**src/shared/ctg_pkg.sv**
```systemverilog
`default_nettype none

package ctg_pkg;

    // ------------------------------------------------------------
    // Timing
    // ------------------------------------------------------------
    // System clock period in ns (125 MHz)
    localparam int CTG_CLK_NS = 8;
    // Worst-case settle time of the gate output after a pin change, ns.
    // Covers both data propagation and enable time with margin for load.
    localparam int CTG_SETTLE_NS = 40;
    // Settle time in clock cycles, rounded up
    localparam int CTG_SETTLE_CYC = (CTG_SETTLE_NS + CTG_CLK_NS - 1) / CTG_CLK_NS;
    // Latency of the readback synchroniser
    localparam int CTG_SYNC_CYC = 2;
    // Cycles spent waiting before the readback is sampled
    localparam int CTG_WAIT_CYC = CTG_SETTLE_CYC + CTG_SYNC_CYC;
    // Width of the wait counter
    localparam int CTG_CNT_W = 4;

    // ------------------------------------------------------------
    // Reset values
    // ------------------------------------------------------------
    // Enable pin parks high (output floating) out of reset
    localparam logic CTG_OE_N_RST = 1'h1;
    // Data pins park low out of reset and while disabled
    localparam logic CTG_DATA_RST = 1'h0;

    // ------------------------------------------------------------
    // Types
    // ------------------------------------------------------------
    // Gate function selected by the user
    typedef enum logic [3:0] {
        CTG_MODE_OFF,
        CTG_MODE_BUF,
        CTG_MODE_INV,
        CTG_MODE_MUX,
        CTG_MODE_MUX_INV,
        CTG_MODE_AND,
        CTG_MODE_NAND,
        CTG_MODE_XOR,
        CTG_MODE_XNOR
    } ctg_mode_t;

    // Pins driven toward the gate
    typedef struct packed {
        logic oe_n;           // Active-low output enable
        logic polarity_flip;  // Output inversion input
        logic path_steer;     // Selects second_operand when high
        logic second_operand; // Operand taken when path_steer is high
        logic first_operand;  // Operand taken when path_steer is low
    } ctg_pins_t;

    // User request
    typedef struct packed {
        ctg_mode_t mode;  // Function to configure
        logic op_a;       // First logic input
        logic op_b;       // Second logic input
        logic sel;        // Multiplexer select
    } ctg_req_t;

    // Answer to a request
    typedef struct packed {
        logic y;         // Sampled gate output
        logic match;     // Sampled output equals expected value
        logic disabled;  // Gate output was floating, no sample taken
    } ctg_rsp_t;

    // ------------------------------------------------------------
    // Functions
    // ------------------------------------------------------------
    // Logic value of the gate for a given pin pattern while enabled
    function automatic logic ctg_gate_eval(input ctg_pins_t p);
        logic pick;
        pick = p.path_steer ? p.second_operand : p.first_operand;
        return p.polarity_flip ^ pick;
    endfunction

endpackage

`default_nettype wire

```
**src/hdl/ctg_sync.sv**
```systemverilog
`default_nettype none

// ------------------------------------------------------------
// Two-flop synchroniser for the gate readback
// ------------------------------------------------------------
module ctg_sync (
    input wire logic clk_sys,
    input wire logic reset,
    input wire logic async_in,
    output logic sync_out
);

    logic meta_q; // First stage, read by the second stage only

    // Both stages clear to low on reset
    always_ff @(posedge clk_sys) begin
        if (reset) begin
            meta_q <= 1'h0;
            sync_out <= 1'h0;
        end else begin
            meta_q <= async_in;
            sync_out <= meta_q;
        end
    end

endmodule

`default_nettype wire

```
**src/hdl/ctg_host.sv**
```systemverilog
`default_nettype none

// Function
// [RL1] Enable high floats output; inputs ignored
// [RL2] Enabled output equals flip XOR selected operand
// [RL3] Floating data inputs harmless while disabled
// [RL4] Mux: flip low, steer picks operand
// [RL5] Inverted mux: flip high, complement selected
// [RL6] first and flip low give AND
// [RL7] first low, flip high give NAND
// [RL8] Steer low gives XOR; first high XNOR
// [RL9] Buffer or inverter of first operand
// [RL10] Gate is combinational with tri-state enable

module ctg_host (
    input wire logic clk_sys,
    input wire logic reset,
    input wire logic req_valid,
    input wire ctg_pkg::ctg_req_t req,
    output logic req_ready,
    output logic rsp_valid,
    output ctg_pkg::ctg_rsp_t rsp,
    output ctg_pkg::ctg_pins_t gate_pins,
    input wire logic gate_y
);

    // ------------------------------------------------------------
    // Declarations
    // ------------------------------------------------------------
    typedef enum logic [1:0] {
        CTG_ST_IDLE,
        CTG_ST_WAIT
    } ctg_state_t;

    ctg_state_t state_q;              // Sequencer state
    ctg_pkg::ctg_pins_t pins_q;       // Registered pin pattern
    ctg_pkg::ctg_pins_t pins_d;       // Pin pattern for a new request
    logic expect_q;                   // Expected output of the gate
    logic [ctg_pkg::CTG_CNT_W-1:0] cnt_q; // Settle counter
    logic ready_q;                    // Registered ready
    logic rsp_valid_q;                // One-cycle answer strobe
    ctg_pkg::ctg_rsp_t rsp_q;         // Registered answer
    logic y_sync;                     // Synchronised readback
    logic take;                       // Request accepted this cycle
    logic wait_done;                  // Settle window over

    // Last count value of the wait window
    localparam logic [ctg_pkg::CTG_CNT_W-1:0] CTG_CNT_LAST =
        ctg_pkg::CTG_CNT_W'(ctg_pkg::CTG_WAIT_CYC - 1);

    assign take = req_valid && ready_q;
    assign wait_done = (state_q == CTG_ST_WAIT) && (cnt_q == CTG_CNT_LAST);

    // ------------------------------------------------------------
    // Readback synchroniser
    // ------------------------------------------------------------
    // Gate output comes from a pin, so it is brought in through two flops
    ctg_sync u_sync (
        .clk_sys(clk_sys),
        .reset(reset),
        .async_in(gate_y),
        .sync_out(y_sync)
    );

    // ------------------------------------------------------------
    // Pin pattern for each function
    // ------------------------------------------------------------
    // Translates the user's mode and operands into the four data pins.
    // Every pattern parks unused pins at a fixed level rather than
    // leaving them to float, so the pattern is one of the sixteen.
    always_comb begin
        pins_d.oe_n = 1'h0;
        pins_d.polarity_flip = ctg_pkg::CTG_DATA_RST;
        pins_d.path_steer = ctg_pkg::CTG_DATA_RST;
        pins_d.second_operand = ctg_pkg::CTG_DATA_RST;
        pins_d.first_operand = ctg_pkg::CTG_DATA_RST;
        unique case (req.mode)
            ctg_pkg::CTG_MODE_OFF: begin
                // Float the output; data pins park low
                pins_d.oe_n = 1'h1; // [RL1]
            end
            ctg_pkg::CTG_MODE_BUF: begin
                // Steer and flip low pass first operand unchanged
                pins_d.first_operand = req.op_a; // [RL9]
            end
            ctg_pkg::CTG_MODE_INV: begin
                // Flip high inverts first operand
                pins_d.first_operand = req.op_a; // [RL9]
                pins_d.polarity_flip = 1'h1;
            end
            ctg_pkg::CTG_MODE_MUX: begin
                // Flip held low for a true selector
                pins_d.first_operand = req.op_a; // [RL4]
                pins_d.second_operand = req.op_b;
                pins_d.path_steer = req.sel;
            end
            ctg_pkg::CTG_MODE_MUX_INV: begin
                // Flip held high gives inverted selector
                pins_d.first_operand = req.op_a; // [RL5]
                pins_d.second_operand = req.op_b;
                pins_d.path_steer = req.sel;
                pins_d.polarity_flip = 1'h1;
            end
            ctg_pkg::CTG_MODE_AND: begin
                // First operand and flip low: second AND steer
                pins_d.second_operand = req.op_a; // [RL6]
                pins_d.path_steer = req.op_b;
            end
            ctg_pkg::CTG_MODE_NAND: begin
                // First operand low, flip high: NAND
                pins_d.second_operand = req.op_a; // [RL7]
                pins_d.path_steer = req.op_b;
                pins_d.polarity_flip = 1'h1;
            end
            ctg_pkg::CTG_MODE_XOR: begin
                // Steer low: first operand XOR flip
                pins_d.first_operand = req.op_a; // [RL8]
                pins_d.polarity_flip = req.op_b;
            end
            ctg_pkg::CTG_MODE_XNOR: begin
                // First operand high, steer as input: XNOR
                pins_d.first_operand = 1'h1; // [RL8]
                pins_d.path_steer = req.op_a;
                pins_d.polarity_flip = req.op_b;
            end
            default: begin
                // Unused mode codes float the output, the safe choice
                pins_d.oe_n = 1'h1;
            end
        endcase
    end

    // ------------------------------------------------------------
    // Sequencer
    // ------------------------------------------------------------
    // Idle until a request is taken, then wait out the settle window
    always_ff @(posedge clk_sys) begin
        if (reset) begin
            state_q <= CTG_ST_IDLE;
        end else begin
            unique case (state_q)
                CTG_ST_IDLE: begin
                    // New pattern goes out; start waiting
                    if (take) begin
                        state_q <= CTG_ST_WAIT;
                    end
                end
                CTG_ST_WAIT: begin
                    // Window over; answer and accept again
                    if (wait_done) begin
                        state_q <= CTG_ST_IDLE;
                    end
                end
            endcase
        end
    end

    // Settle counter, cleared at each accepted request
    always_ff @(posedge clk_sys) begin
        if (reset) begin
            cnt_q <= '0;
        end else if (take) begin
            cnt_q <= '0;
        end else if (state_q == CTG_ST_WAIT) begin
            cnt_q <= cnt_q + ctg_pkg::CTG_CNT_W'(1);
        end
    end

    // Ready drops while a request is in flight, so pins never change
    // before the previous answer has been sampled
    always_ff @(posedge clk_sys) begin
        if (reset) begin
            ready_q <= 1'h0;
        end else if (take) begin
            ready_q <= 1'h0;
        end else if (state_q == CTG_ST_IDLE || wait_done) begin
            ready_q <= 1'h1;
        end
    end

    // ------------------------------------------------------------
    // Pin drive
    // ------------------------------------------------------------
    // Pins hold their pattern until the next request. Reset floats
    // the gate output so the shared line is never driven by surprise.
    always_ff @(posedge clk_sys) begin
        if (reset) begin
            pins_q.oe_n <= ctg_pkg::CTG_OE_N_RST; // [RL1]
            pins_q.polarity_flip <= ctg_pkg::CTG_DATA_RST;
            pins_q.path_steer <= ctg_pkg::CTG_DATA_RST;
            pins_q.second_operand <= ctg_pkg::CTG_DATA_RST;
            pins_q.first_operand <= ctg_pkg::CTG_DATA_RST;
        end else if (take) begin
            pins_q <= pins_d;
        end
    end

    // Expected output from the same pattern that goes to the pins
    always_ff @(posedge clk_sys) begin
        if (reset) begin
            expect_q <= 1'h0;
        end else if (take) begin
            expect_q <= ctg_pkg::ctg_gate_eval(pins_d); // [RL2]
        end
    end

    // ------------------------------------------------------------
    // Answer
    // ------------------------------------------------------------
    // Strobe lasts one cycle when the window ends
    always_ff @(posedge clk_sys) begin
        if (reset) begin
            rsp_valid_q <= 1'h0;
        end else begin
            rsp_valid_q <= wait_done;
        end
    end

    // Sample and compare. A floating output carries no level, so the
    // readback is not looked at and the match is reported as good;
    // the gate itself ignores its inputs then.
    always_ff @(posedge clk_sys) begin
        if (reset) begin
            rsp_q <= '0;
        end else if (wait_done) begin
            if (pins_q.oe_n) begin
                rsp_q.y <= 1'h0; // [RL3]
                rsp_q.match <= 1'h1;
                rsp_q.disabled <= 1'h1; // [RL10]
            end else begin
                rsp_q.y <= y_sync;
                rsp_q.match <= (y_sync == expect_q); // [RL2]
                rsp_q.disabled <= 1'h0;
            end
        end
    end

    // ------------------------------------------------------------
    // Outputs
    // ------------------------------------------------------------
    assign gate_pins = pins_q;
    assign req_ready = ready_q;
    assign rsp_valid = rsp_valid_q;
    assign rsp = rsp_q;

endmodule

`default_nettype wire

```
**config.mk**
```make
export PLATFORM = sky130hd
export DESIGN_NAME = ctg_host
export DESIGN_NICKNAME = d
export VERILOG_FILES = /design/src/shared/ctg_pkg.sv /design/src/hdl/ctg_sync.sv /design/src/hdl/ctg_host.sv
export SDC_FILE = /design/constraint.sdc
export NUM_CORES = 1
export LEC_CHECK = 0
export ABC_AREA = 1
export BUFFER_PORTS_ARGS = -buffer_cell sky130_fd_sc_hd__buf_2
export CELL_PAD_IN_SITES_DETAIL_PLACEMENT = 1
export CELL_PAD_IN_SITES_GLOBAL_PLACEMENT = 1
export CORE_ASPECT_RATIO = 2
export CORE_UTILIZATION = 32
export CTS_CLUSTER_DIAMETER = 100
export CTS_CLUSTER_SIZE = 8
export DETAILED_ROUTE_END_ITERATION = 12
export PLACE_DENSITY_LB_ADDON = 0.05
export RECOVER_POWER = 100
export SLEW_MARGIN = 20
export SYNTH_ARGS = -nofsm -noshare
export SYNTH_HDL_FRONTEND = slang
export SYNTH_SLANG_ARGS = --single-unit
```
**constraint.sdc**
```tcl
create_clock -name clk_sys -period 1.3 [get_ports clk_sys]
set_input_delay 0.065 -clock clk_sys [delete_from_list [all_inputs] [get_ports clk_sys]]
set_output_delay 0.065 -clock clk_sys [all_outputs]
set_load 0.005 [all_outputs]
```
# [After elaboration in Yosys (flattened, before gate mapping)]
# Cells that the tools add are included.
[classes] addsub=1 eq_ne=13 n_mux=10 n_bitwise=1 n_reduce_logical=12
[op_table] operator="$eq 4x3->1 const B" count=5
[op_table] operator="$eq 4x2->1 const B" count=2
[op_table] operator="$reduce_or 2->1" count=4
[op_table] operator="$reduce_or 8->1" count=1
[op_table] operator="$pmux 1 s2" count=3
[op_table] operator="$reduce_or 5->1" count=1
[op_table] operator="$add 4x1->4 const B" count=1
[op_table] operator="$eq 4x1->1 const B" count=1
[op_table] operator="$eq 4x4->1 const B" count=1
[op_table] operator="$mux 2" count=2
[op_table] operator="$ne 2x2->1 const B" count=2
[op_table] operator="$pmux 2 s2" count=1
[op_table] operator="$mux 3" count=1
[op_table] operator="$pmux 1 s3" count=1
[op_table] operator="$reduce_or 3->1" count=1
[op_table] operator="$eq 2x1->1 const B" count=1
[op_table] operator="$logic_and 1x1->1" count=2
[op_table] operator="$logic_not 2->1" count=1
[op_table] operator="$mux 1" count=2
[op_table] operator="$reduce_and 2->1" count=1
[op_table] operator="$eq 1x1->1" count=1
[op_table] operator="$logic_or 1x1->1" count=1
[op_table] operator="$xor 1x1->1" count=1
[word_totals] register_bits=19 in_bits=11 output_inout_bits=10 wordCells=52

# [Depth between registers and ports, before layout]
[depth] word_depth=5 ltp_mapped=11 ltp_nobuf=11

# [By module]
# Synthesis repeated with hierarchy kept, for this count alone.
[unflattened] cells_unflattened=124 hier_area_um2=848.3
[by_module_without_submodules] mod="ctg_host" n_inst=1 cells_per_inst=118 area_per_inst_um2=793.3 seq_area_each_um2=320.3
[by_module_without_submodules] mod="ctg_sync" n_inst=1 cells_per_inst=6 area_per_inst_um2=55.1 seq_area_each_um2=40.0

# [Worst setup path before layout]
# Ideal clock, no wire load.
[synth_timing] path_type="flip-flop to flip-flop" startpoint="register cnt_q[0] (netlist bit)" endpoint="register rsp_q (netlist bit rsp[0])" setup_ns=0.115 arrival_time_ns=1.145 required_time_ns=1.185 path_slack_ns=0.041 stages_incl_launch_ff=9 n_path_buf=0 period_less_slack_ns=1.259 cell_sequence="dfxtp_1 inv_1 ha_1 nand3_1 nor2_1 inv_1 nor2_1 nor2_1 o21a_1"
[synth_between] elab_chain_cells=2
[synth_lines] element="start: declaration" line_no="ctg_host.sv:39" text="logic [ctg_pkg::CTG_CNT_W-1:0] cnt_q;"
[synth_lines] element="start signal: assignment" line_no="ctg_host.sv:165" text="cnt_q <= cnt_q + ctg_pkg::CTG_CNT_W'(1);"
[synth_lines] element="$eq 4x3->1" line_no="ctg_host.sv:52" text="assign wait_done = (state_q == CTG_ST_WAIT) && (cnt_q == CTG_CNT_LAST);"
[synth_lines] element="$logic_and 1x1->1" line_no="ctg_host.sv:52"
[synth_lines] element="end: declaration" line_no="ctg_host.sv:42" text="ctg_pkg::ctg_rsp_t rsp_q;"
# Every way passes these cells.
# A chain may end at the register's enable or synchronous reset.

# [Worst setup path after layout]
# Same ends and word-level chain as after synthesis.

==> reports/metrics.cfg <==
[route]
dr.first_iter.drc_count=8
met2_length_um=1550
ant_nets=0
via_per_inst=4.89
drt-pass1-iter-count=2
drc=0
wire_per_inst_um=13.5
drt-total-wl_um=2390
wl_met3_um=37
vias=865
routed.top_layer=met4
drt-met1-wl_um=774

[placement]
dpl.hpwl_um=2030
gp_congestion=0.681
dpl_cell_area_mm2=0.00103
port_buffers=20

[clocking]
h-tree-depth=1
clockRootBuffer=clkbuf_8
postCtsSetupBuffers=0
cts.clk_slew.worst_paths_ns=0.07
cts_buffers=3
worstSkewPairLatency_ns=0.25
cts.sink_count=18
cts_tree=built
clk_path_buf_depth=2

[global_route]
track_usage_pct=19.7
grt-ovfl-total=0
grt_pass1_wl_um=3920
grt_max_degree=11
first_global_vias=946
antenna_found_initial=0

[yosys]
synth_compound_area_share_pct=14.4
synth_warnings=0
synthAdderAreaFrac_pct=2.96
ys_seq_elements=18
synthXorXnorAreaFrac_pct=2.07
yosys.area.top_type_share_pct=42.7
yosysUniqueCellTypes=23
synth_top_area_cell=dfxtp_1
muxShareOfSynthArea_pct=0
synthSimpleGateAreaFrac_pct=29.9
syn_area_per_cell_um2=7.10
syn-num-nets=132
syn_inst=119
synth_top_family_by_area=simple AND/OR/NAND/NOR gates
synth_area_um2=845
yosysSeqAreaShare_pct=42.7
synthTopCellsByArea=dfxtp_1 43%, nand2_1 13%, inv_1 6.7%

[setup_path]
crit_slowest_cell=dfxtp_2
worstSetupPathType=register to register
crit_arrival_ns=1.39
cpMostUsedCell=inv_2
crit_chain=inv_2, ha_2, nand3_4, nor2_4, inv_2, nor2_2, nor2_1, o21a_1
cp-end-kind=register
startpoint_type=register
cp_max_fo=4
max_stage_delay_ns=0.35
required_ns=1.45

[finish]
layout_commonest_cell=nand2_1
drive_gt1_share_pct=25.5
fillCellCount=350
layout_common_cells=29 x nand2_1, 16 x dfxtp_1, 15 x buf_2, 13 x nor2_1, 13 x inv_1
syn_to_final_growth_pct=30.4
design_area_mm2=0.00110
diodes=0
nets=163

[min_path]
hold_class=input port to register

[timing]
tightest_slew_ns=0.250
fmax_ghz=0.808
finClkSkew_ns=0.00524
fin_crit_sh_pct=95.2
drv_slew=0
setup_viol=0
tns_ns=0
hold_viol_final=0
slew_headroom_pct=83.3
fin_crit_ns=1.24
rsz0062_at_grt=false

[floorplanning]
die_area_mm2=0.00286
initial_core_util_pct=33.3
die_x_um=38.3
core_mm2=0.00254
die_h_um=74.7
rows=26
boundaryPins=21

[run_status]
status=completed

[power]
p_per_area_mw_per_mm2=1100
leakagePower_nw=0.522
peakVddDrop_mv=0.491

[run]
drv_cap=0

## registers in the layout (all words and copies together), names as in the netlist
| signal | flops |
|---|---|
| u_sync.meta_q | 1 |
| rsp_valid | 1 |
| rsp | 3 |
| state_q | 1 |
| cnt_q | 4 |
| gate_pins | 5 |
| u_sync.sync_out | 1 |
| expect_q | 1 |
| req_ready | 1 |
## cell type report
class	instances	area [um2]	area share (%)
multi-input combinational	83	442	40.1
tap	28	35.0	3.18
inverter	17	63.8	5.80
sequential	18	363	33.0
timing repair buffer	27	143	13.0
clock buffer	4	55.1	5.00
## metal layers
| metal | GRT usage [%] | up-vias |
|---|---|---|
| met5 | 0 | - |
| met4 | 7.14 | 0 |
| met3 | 2.65 | 2 |
| met2 | 42.6 | 12 |
| met1 | 15.7 | 407 |
| li1 | - | 444 |
## kinds of logic after synthesis
kind of cell / Yosys count
AOI/OAI and AO/OA: 21
xor gates and xnor gates: 2
adders and majority gates: 2
buffers and inverters: 18
DFF: 18
and+or+nand+nor: 58
## per-stage QoR
stage	hold WS (ns)	worst slack [ns]	total power, mW	util (%)	instances
4_1_cts	0.0135	0.0201	1.23	43.3	177
2_1_floorplan	0.172	0.0406	0.691	-	119
5_1_grt	0.0255	0.0108	1.28	43.4	177
3_3_place_gp	0.268	0.00517	0.765	40.5	173
6_report	0.0128	0.0624	1.21	43.4	177
3_5_place_dp	0.278	-0.114	0.771	40.5	173
## cells in the mapped netlist
cell	count
clkbuf_1	1
nor2_1	15
o21ai_0	6
nor2_4	1
o21a_1	1
o211ai_1	1
a31oi_1	2
a21oi_1	8
a21boi_1	1
or2_2	1
nand2_2	1
a211oi_1	1
inv_1	15
nand3b_1	1
nand2_1	29
xor2_1	2
inv_2	1
a21oi_2	1
ha_1	2
nand3_1	5
nand4_1	5
dfxtp_1	18
clkinv_1	1
## final timing paths
kind | start | endpoint | slack, ns | cells past startpoint
worst max register to register | cnt_q[0]$_SDFFE_PP0P_ | rsp[0]$_SDFFE_PP0P_ | 0.06 | 8
worst max-delay path | cnt_q[0]$_SDFFE_PP0P_ | rsp[0]$_SDFFE_PP0P_ | 0.06 | 8
worst min register to register | u_sync.meta_q$_SDFF_PP0_ | u_sync.sync_out$_SDFF_PP0_ | 0.42 | 2
worst min-delay path | gate_y | u_sync.meta_q$_SDFF_PP0_ | 0.01 | 3
## where the power goes
part | leakage, nW | internal [mW] | switching (mW)
Combinational | 0.345 | 0.0664 | 0.0980
Clock | 0.0288 | 0.269 | 0.186
Sequential | 0.148 | 0.575 | 0.0175
Total | 0.522 | 0.910 | 0.301
## worst max-delay path: cells and delay by family (launching register included)
family | cells | cell delay, ns
compound gates | 1 | 0.10
buf+inv | 2 | 0.12
fa+ha+maj | 1 | 0.20
simple gates | 4 | 0.38
flops | 1 | 0.35
## timing repair
action,4_1_cts,5_1_grt
setup endpoints to repair,3,3
pin swaps,1,1
endpoints found under the hold margin,0,0
gates resized for setup,6,4
hold buffers,0,0
Power figures use the tool's default switching activity.
